[config.mk]
export PLATFORM = sky130hd
export DESIGN_NAME = vfs_selector
export DESIGN_NICKNAME = d
export VERILOG_FILES = /design/src/logic/vfs_pkg.sv /design/src/logic/vfs_timer_if.sv /design/src/logic/vfs_timer.sv /design/src/logic/vfs_selector.sv
export SDC_FILE = /design/constraint.sdc
export NUM_CORES = 1
export LEC_CHECK = 0
export ABC_AREA = 1
export BUFFER_PORTS_ARGS = -buffer_cell sky130_fd_sc_hd__buf_4
export CORE_MARGIN = 2
export CORE_UTILIZATION = 39
export CTS_CLUSTER_DIAMETER = 50
export DETAILED_ROUTE_END_ITERATION = 10
export SLEW_MARGIN = 20
export SYNTH_ARGS = -nofsm -noshare
export SYNTH_HDL_FRONTEND = slang
export SYNTH_HIERARCHICAL = 1
export SYNTH_SLANG_ARGS = --single-unit
[constraint.sdc]
create_clock -name clk -period 2.3 [get_ports clk]
set_input_delay 0.23 -clock clk [delete_from_list [all_inputs] [get_ports clk]]
set_output_delay 0.23 -clock clk [all_outputs]
set_load 0.03 [all_outputs]
[src/logic/vfs_pkg.sv]
// constants shared by the field and line timing block
package vfs_pkg;
    localparam int CLK_PERIOD_NS     = 100;
    localparam int CNT_W             = 12;
    // back porch gate length
    localparam int BP_TIME_US        = 4;
    // gap that counts as a full line, shorter gaps are half-line gaps
    localparam int LINE_GAP_TIME_NS  = 45000;
    // sync low this long means a broad vertical pulse
    localparam int BROAD_TIME_NS     = 20000;
    // fallback delay from the start of vertical sync
    localparam int DEFAULT_TIME_NS   = 50000;
    // vertical output pulse length
    localparam int VPULSE_TIME_NS    = 180000;

    localparam logic [CNT_W-1:0] BP_CYC       =
        CNT_W'((BP_TIME_US * 1000 + CLK_PERIOD_NS - 1) / CLK_PERIOD_NS);
    localparam logic [CNT_W-1:0] LINE_GAP_CYC =
        CNT_W'((LINE_GAP_TIME_NS + CLK_PERIOD_NS - 1) / CLK_PERIOD_NS);
    localparam logic [CNT_W-1:0] BROAD_CYC    =
        CNT_W'((BROAD_TIME_NS + CLK_PERIOD_NS - 1) / CLK_PERIOD_NS);
    localparam logic [CNT_W-1:0] DEFAULT_CYC  =
        CNT_W'((DEFAULT_TIME_NS + CLK_PERIOD_NS - 1) / CLK_PERIOD_NS);
    localparam logic [CNT_W-1:0] DEFAULT_LAST = DEFAULT_CYC - CNT_W'(1);
    localparam logic [CNT_W-1:0] VPULSE_CYC   =
        CNT_W'((VPULSE_TIME_NS + CLK_PERIOD_NS - 1) / CLK_PERIOD_NS);
    localparam logic [CNT_W-1:0] CNT_ZERO     = '0;
    localparam logic [CNT_W-1:0] CNT_ONE      = CNT_W'(1);

    typedef enum logic {
        VFS_LEVEL_LOW,
        VFS_LEVEL_HIGH
    } vfs_level_t;
endpackage

[src/logic/vfs_timer_if.sv]
// start and output of one pulse timer
`timescale 1ns/1ps
`default_nettype none
interface vfs_timer_if;
    logic start;
    logic level;
    logic busy;
    modport ctrl  (output start, input level, input busy);
    modport timer (input start, output level, output busy);
endinterface
`default_nettype wire

[src/logic/vfs_timer.sv]
// retriggerable fixed-length pulse timer
`timescale 1ns/1ps
`default_nettype none
module vfs_timer
    import vfs_pkg::*;
#(
    parameter int               W         = CNT_W,
    parameter logic [W-1:0]     COUNT     = W'(1),
    parameter vfs_level_t       ACT_LEVEL = VFS_LEVEL_HIGH
) (
    // clock and control
    input  wire logic       clk,
    input  wire logic       reset,
    input  wire logic       clkEn,
    // start and pulse
    vfs_timer_if.timer      tif
);
    localparam logic [W-1:0] LAST   = COUNT - W'(1);
    localparam logic [W-1:0] ZERO   = '0;
    localparam logic         ACTIVE = (ACT_LEVEL == VFS_LEVEL_HIGH);

    logic [W-1:0] cnt;
    logic [W-1:0] next_cnt;
    logic         next_busy;

    always_comb begin
        next_cnt  = cnt;
        next_busy = tif.busy;
        if (tif.start) begin
            // a new start restarts the full length
            next_cnt  = LAST;
            next_busy = 1'b1;
        end else if (tif.busy) begin
            if (cnt == ZERO) begin
                next_busy = 1'b0;
            end else begin
                next_cnt = cnt - W'(1);
            end
        end
    end

    always_ff @(posedge clk) begin
        if (reset) begin
            cnt       <= '0;
            tif.busy  <= 1'b0;
            tif.level <= ~ACTIVE;
        end else if (clkEn) begin
            cnt       <= next_cnt;
            tif.busy  <= next_busy;
            tif.level <= next_busy ? ACTIVE : ~ACTIVE;
        end
    end
endmodule
`default_nettype wire

[src/logic/vfs_selector.sv]
// field index, vertical pulse and back porch gate from composite sync
`timescale 1ns/1ps
`default_nettype none
// Operation
// - field index low even, high odd
// - long gap clears parity, equalizing toggles
// - odd half line toggles; sample at vertical
// - field starts at first or second equalizer
// - sync trailing edge starts 4 us gate
// - vertical pulse starts at first serration
// - default vertical pulse after delay expires
module vfs_selector
    import vfs_pkg::*;
(
    // clock and control
    input  wire logic clk,
    input  wire logic reset,
    input  wire logic clkEn,
    // composite sync, low during sync tips
    input  wire logic syncIn_n,
    // timing marks
    output var  logic fieldIndex,
    output var  logic vertPulse,
    output var  logic backPorch_n
);
    // ****************************************
    // edges of the sync stream
    // ****************************************
    logic syncPrev;
    logic lead;
    logic trail;

    assign lead  = syncPrev & ~syncIn_n;
    assign trail = ~syncPrev & syncIn_n;

    // ****************************************
    // gap and pulse length measurement
    // ****************************************
    logic [CNT_W-1:0] gapCnt;
    logic [CNT_W-1:0] lowCnt;
    logic [CNT_W-1:0] next_gapCnt;
    logic [CNT_W-1:0] next_lowCnt;
    logic             gapFull;

    // counters saturate so a stopped sync stream cannot wrap them
    assign gapFull = (gapCnt == LINE_GAP_CYC);

    always_comb begin
        next_gapCnt = gapCnt;
        next_lowCnt = lowCnt;
        if (lead) begin
            next_gapCnt = CNT_ZERO;
            next_lowCnt = CNT_ZERO;
        end else if (syncIn_n) begin
            if (!gapFull) begin
                next_gapCnt = gapCnt + CNT_ONE;
            end
        end else if (lowCnt != DEFAULT_CYC) begin
            next_lowCnt = lowCnt + CNT_ONE;
        end
    end

    // ****************************************
    // parity flip-flop
    // ****************************************
    logic parity;
    logic next_parity;

    always_comb begin
        next_parity = parity;
        if (syncIn_n && gapFull) begin
            next_parity = 1'b0;
        end else if (lead) begin
            // half-line gaps, the odd field's last half line among them
            next_parity = ~parity;
        end
    end

    // ****************************************
    // vertical pulse start
    // ****************************************
    logic armed;
    logic next_armed;
    logic serrStart;
    logic defaultHit;
    logic vertStart;

    assign serrStart  = armed & trail;
    assign defaultHit = armed & ~syncIn_n & (lowCnt == DEFAULT_LAST);
    assign vertStart  = serrStart | defaultHit;

    always_comb begin
        next_armed = armed;
        if (vertStart || gapFull) begin
            next_armed = 1'b0;
        end else if (!syncIn_n && lowCnt == BROAD_CYC && !vertPulse) begin
            // broad pulse seen, wait for its serration edge
            next_armed = 1'b1;
        end
    end

    // ****************************************
    // field index
    // ****************************************
    logic next_fieldIndex;

    // sampled only at the vertical start, so it holds a whole field
    always_comb begin
        next_fieldIndex = fieldIndex;
        if (vertStart) begin
            next_fieldIndex = parity;
        end
    end

    // ****************************************
    // registers
    // ****************************************
    always_ff @(posedge clk) begin
        if (reset) begin
            syncPrev   <= 1'b1;
            gapCnt     <= '0;
            lowCnt     <= '0;
            parity     <= 1'b0;
            armed      <= 1'b0;
            fieldIndex <= 1'b0;
        end else if (clkEn) begin
            syncPrev   <= syncIn_n;
            gapCnt     <= next_gapCnt;
            lowCnt     <= next_lowCnt;
            parity     <= next_parity;
            armed      <= next_armed;
            fieldIndex <= next_fieldIndex;
        end
    end

    // ****************************************
    // pulse timers
    // ****************************************
    vfs_timer_if bpIf ();
    vfs_timer_if vpIf ();

    assign bpIf.start  = trail;
    assign vpIf.start  = vertStart;
    assign backPorch_n = bpIf.level;
    assign vertPulse   = vpIf.level;

    vfs_timer #(
        .W         (CNT_W),
        .COUNT     (BP_CYC),
        .ACT_LEVEL (VFS_LEVEL_LOW)
    ) bpTimer (
        .clk   (clk),
        .reset (reset),
        .clkEn (clkEn),
        .tif   (bpIf)
    );

    vfs_timer #(
        .W         (CNT_W),
        .COUNT     (VPULSE_CYC),
        .ACT_LEVEL (VFS_LEVEL_HIGH)
    ) vpTimer (
        .clk   (clk),
        .reset (reset),
        .clkEn (clkEn),
        .tif   (vpIf)
    );

    // consecutive enabled cycles the gate has been low
    logic [CNT_W-1:0] bpLowCnt;

    always_ff @(posedge clk) begin
        if (reset) begin
            bpLowCnt <= '0;
        end else if (clkEn) begin
            bpLowCnt <= (!backPorch_n && !trail) ? bpLowCnt + CNT_ONE : CNT_ZERO;
        end
    end
endmodule
`default_nettype wire

==> metrics.md <==
| Metric | Value |
|---|---|
| Place WS | 359 ps |
| Minimum clock period | 1940 ps |
| Final Skew | 14.2 ps |
| Commonest cells after routing, fill and taps aside | nand2_1, nor2_1, inv_1, dfxtp_1, nand3_1 |
| Hold-critical path depth | 3 |
| CTS tree | built |
| Critical hold path startpoint | reset |
| Clock-pin slew on the worst setup and hold paths | 100 ps |
| DR iter-0 viols | 123 |
| Max-slew violations | 0 |
| Hold EP | syncPrev$_SDFFE_PP1P_ |
| Vias in the first global route | 2997 |
| First-pass GRT wire length | 13600 um |
| Most used cell, CP | nand2_1 |
| Worst slew margin | 63.5% |
| Layout cells sized above 1 | 13.8% |
| Clock sinks | 55 |
| Placer Congestion | 0.901 |
| Post-CTS Setup Inserts | 0 |
| Htree depth | 2 |
| Cell Area, Synth | 3650 um^2 |
| Rows | 35 |
| Slowest cell on the critical path | dfxtp_1 |
| Die Y | 101 um |
| Drt pass-1 iters | 4 |
| Status | finished, final reports clean |
| Grt total ovfl | 0 |
| Tcrit/Tclk final | 84.5% |
| IO Port Bufs | 6 |
| Met2 Wirelength | 3690 um |
| Critical path's top delay family | simple AND/OR/NAND/NOR gates |
| Unique masters post-synth | 41 |
| Flops & latches, synth | 55 |
| Buf/Inv on CP | 3 |
| Clk buf depth | 2 |
| Initial Utilization | 39.8% |
| Mapped Nets | 586 |
| Ys Warns | 6 |
| Die ar. | 10100 um^2 |
| Drt drc | 0 |
| Antenna cells | 0 |
| Hold Buf Count CTS | 0 |
| Worst R2R End | vpTimer/cnt[2]$_SDFFE_PP0P_ |
| Final core occ | 42.2% |
| Fmax | 514 MHz |
| Final setup violation count | 0 |
| Final ANT Viol Nets | 0 |
| Largest stage delay, worst path | 390 ps |
| Post-synthesis sequential area ratio | 30.2% |
| Final WL | 7830 um |
| Final hold slack | 232 ps |
| Worst-case reg-to-reg path depth | 13 |
| Root Buffer | clkbuf_8 |
| Mean Syn Cell Area | 6.35 um^2 |
| Overall power | 1.79 mW |
| Final #Nets | 591 |
| R2r setup slk | 360 ps |
| # fillers | 988 |
| Worst Slack Setup Final | 356 ps |
| Largest net degree at the start of global routing | 39 |
| Max Used Layer | met4 |
| Chip Width | 101 um |
| R2r startpoint | lowCnt[0]$_SDFFE_PP0P_ |
| Wire length on met3 | 225 um |
| Crit path DAT | 2190 ps |
| P&R area growth vs syn | 5.80% |
| Dpl hpwl | 5760 um |
| Leakage | 1.73 nW |
| Vias post-DR | 3387 |
| Worst IR Drop VDD | 0.344 mV |
| Hold WC Path Type | input port to register |
| CORE AREA | 9150 um^2 |
| Crit path kind | register to register |
| Cell Pwr Density | 464 nW/um^2 |
| M1 WL | 3850 um |
| Count of final hold-check violations | 0 |
| CP startpoint kind | register |
| Worst path required time | 2550 ps |
| Post-CTS Resized | 0 |
| Synth Instances | 574 |
| Wire per inst | 11.3 um |
| Total CTS buffers | 5 |
| Setup TNS | 0 ps |
| Worst skew pair latency | 310 ps |
| Setup crit end kind | register |
| Num ports | 7 |
| Number of antenna violations at the first check in global routing | 0 |
| Maxcap violations | 0 |
| Crit path cell chain | ha_1 -> nand2_1 -> nor2_1 -> nand3_1 -> nand2_1 -> nand2_1 -> inv_1 -> inv_2 -> nand3_2 -> nand3_4 -> inv_2 -> nand2_1 -> a21oi_2 |
| GRT Util Overall | 16.1% |
| RSZ-0062 raised after global routing | false |
| Critical Path Fanout Max | 15 |
| Drt via density | 4.91 |
| Commonest non-fill, non-tap cell in the layout | nand2_1 |
| Worst Tran Pin Value | 547 ps |
report_power, final:
group	leakage [nW]	total [mW]	internal (mW)	switching, mW
Clock	0.0477	0.569	0.243	0.325
Combinational	1.24	0.241	0.0846	0.156
Sequential	0.444	0.983	0.967	0.0156
Total	1.73	1.79	1.29	0.497
through the flow:
stage	instance area, um^2	cells
2_1_floorplan	3650	574
3_3_place_gp	3770	683
3_5_place_dp	3770	683
4_1_cts	3860	690
5_1_grt	3860	690
6_report	3860	690
cells by family (layout without fill, tap and decap cells):
| family | after synthesis | after routing | share of synthesized area, % |
|---|---|---|---|
| buf+inv | 85 | 90 | 10.2 |
| compound gates | 52 | 52 | 10.4 |
| xor+xnor | 9 | 9 | 2.16 |
| flops | 55 | 55 | 30.2 |
| simple gates | 365 | 365 | 44.3 |
| fa+ha+maj | 8 | 8 | 2.74 |
area by class of cell:
cell class	instances	area, um^2	area share (%)
sequential	55	1100	28.5
inverter	72	270	7.00
tap	111	139	3.60
multi-input combinational	434	2170	56.4
timing repair buffer	11	82.6	2.14
clock buffer	6	82.6	2.14
clock inverter	1	8.76	0.227
worst min-delay path, delay by kind of cell:
family	cells	cell delay [ps]
AO/OA/AOI/OAI	1	100
buffers and inverters	2	180
worst max path at each step:
stage	from	to	cells after the start
floorplan	lowCnt[0]$_SDFFE_PP0P_	vpTimer/cnt[9]$_SDFFE_PP0P_	14
global placement	lowCnt[0]$_SDFFE_PP0P_	vpTimer/cnt[6]$_SDFFE_PP0P_	13
detailed placement	lowCnt[0]$_SDFFE_PP0P_	vpTimer/cnt[2]$_SDFFE_PP0P_	13
CTS	lowCnt[0]$_SDFFE_PP0P_	vpTimer/cnt[2]$_SDFFE_PP0P_	13
global route	lowCnt[0]$_SDFFE_PP0P_	vpTimer/cnt[1]$_SDFFE_PP0P_	13
finish	lowCnt[0]$_SDFFE_PP0P_	vpTimer/cnt[2]$_SDFFE_PP0P_	13
state kept, by name, indices dropped and copies added (netlist names):
name	flops
armed	1
bpTimer/cnt	12
bpTimer/tif.busy	1
bpTimer/tif.level	1
fieldIndex	1
gapCnt	12
lowCnt	12
parity	1
syncPrev	1
vpTimer/cnt	12
vpTimer/tif.level	1
Yosys cell counts, drive strengths merged:
library cell / instances / area, um^2
xnor2: 1 / 8.76
nand3: 44 / 268
clkbuf: 4 / 16.3
xor2: 8 / 70.1
or2: 4 / 27.5
nand3b: 2 / 15.0
and2: 1 / 6.26
nor3b: 3 / 22.5
clkinv: 1 / 3.75
nor3: 6 / 30.0
a21oi: 37 / 283
nand4: 14 / 87.6
a31oi: 1 / 6.26
o21bai: 4 / 33.8
dfxtp: 55 / 1100
o211ai: 1 / 7.51
o221ai: 1 / 8.76
ha: 8 / 100
inv: 71 / 267
nand2: 178 / 701
buf: 9 / 85.1
o21ai: 8 / 40.0
nor2: 113 / 459
metal layers:
metal / up-vias / global-route usage, %
met5: - / 0
met2: 26 / 26.9
met3: 7 / 2.57
li1: 1807 / -
met4: 0 / 2.95
met1: 1547 / 22.0
(Power assumes the default switching activity.)
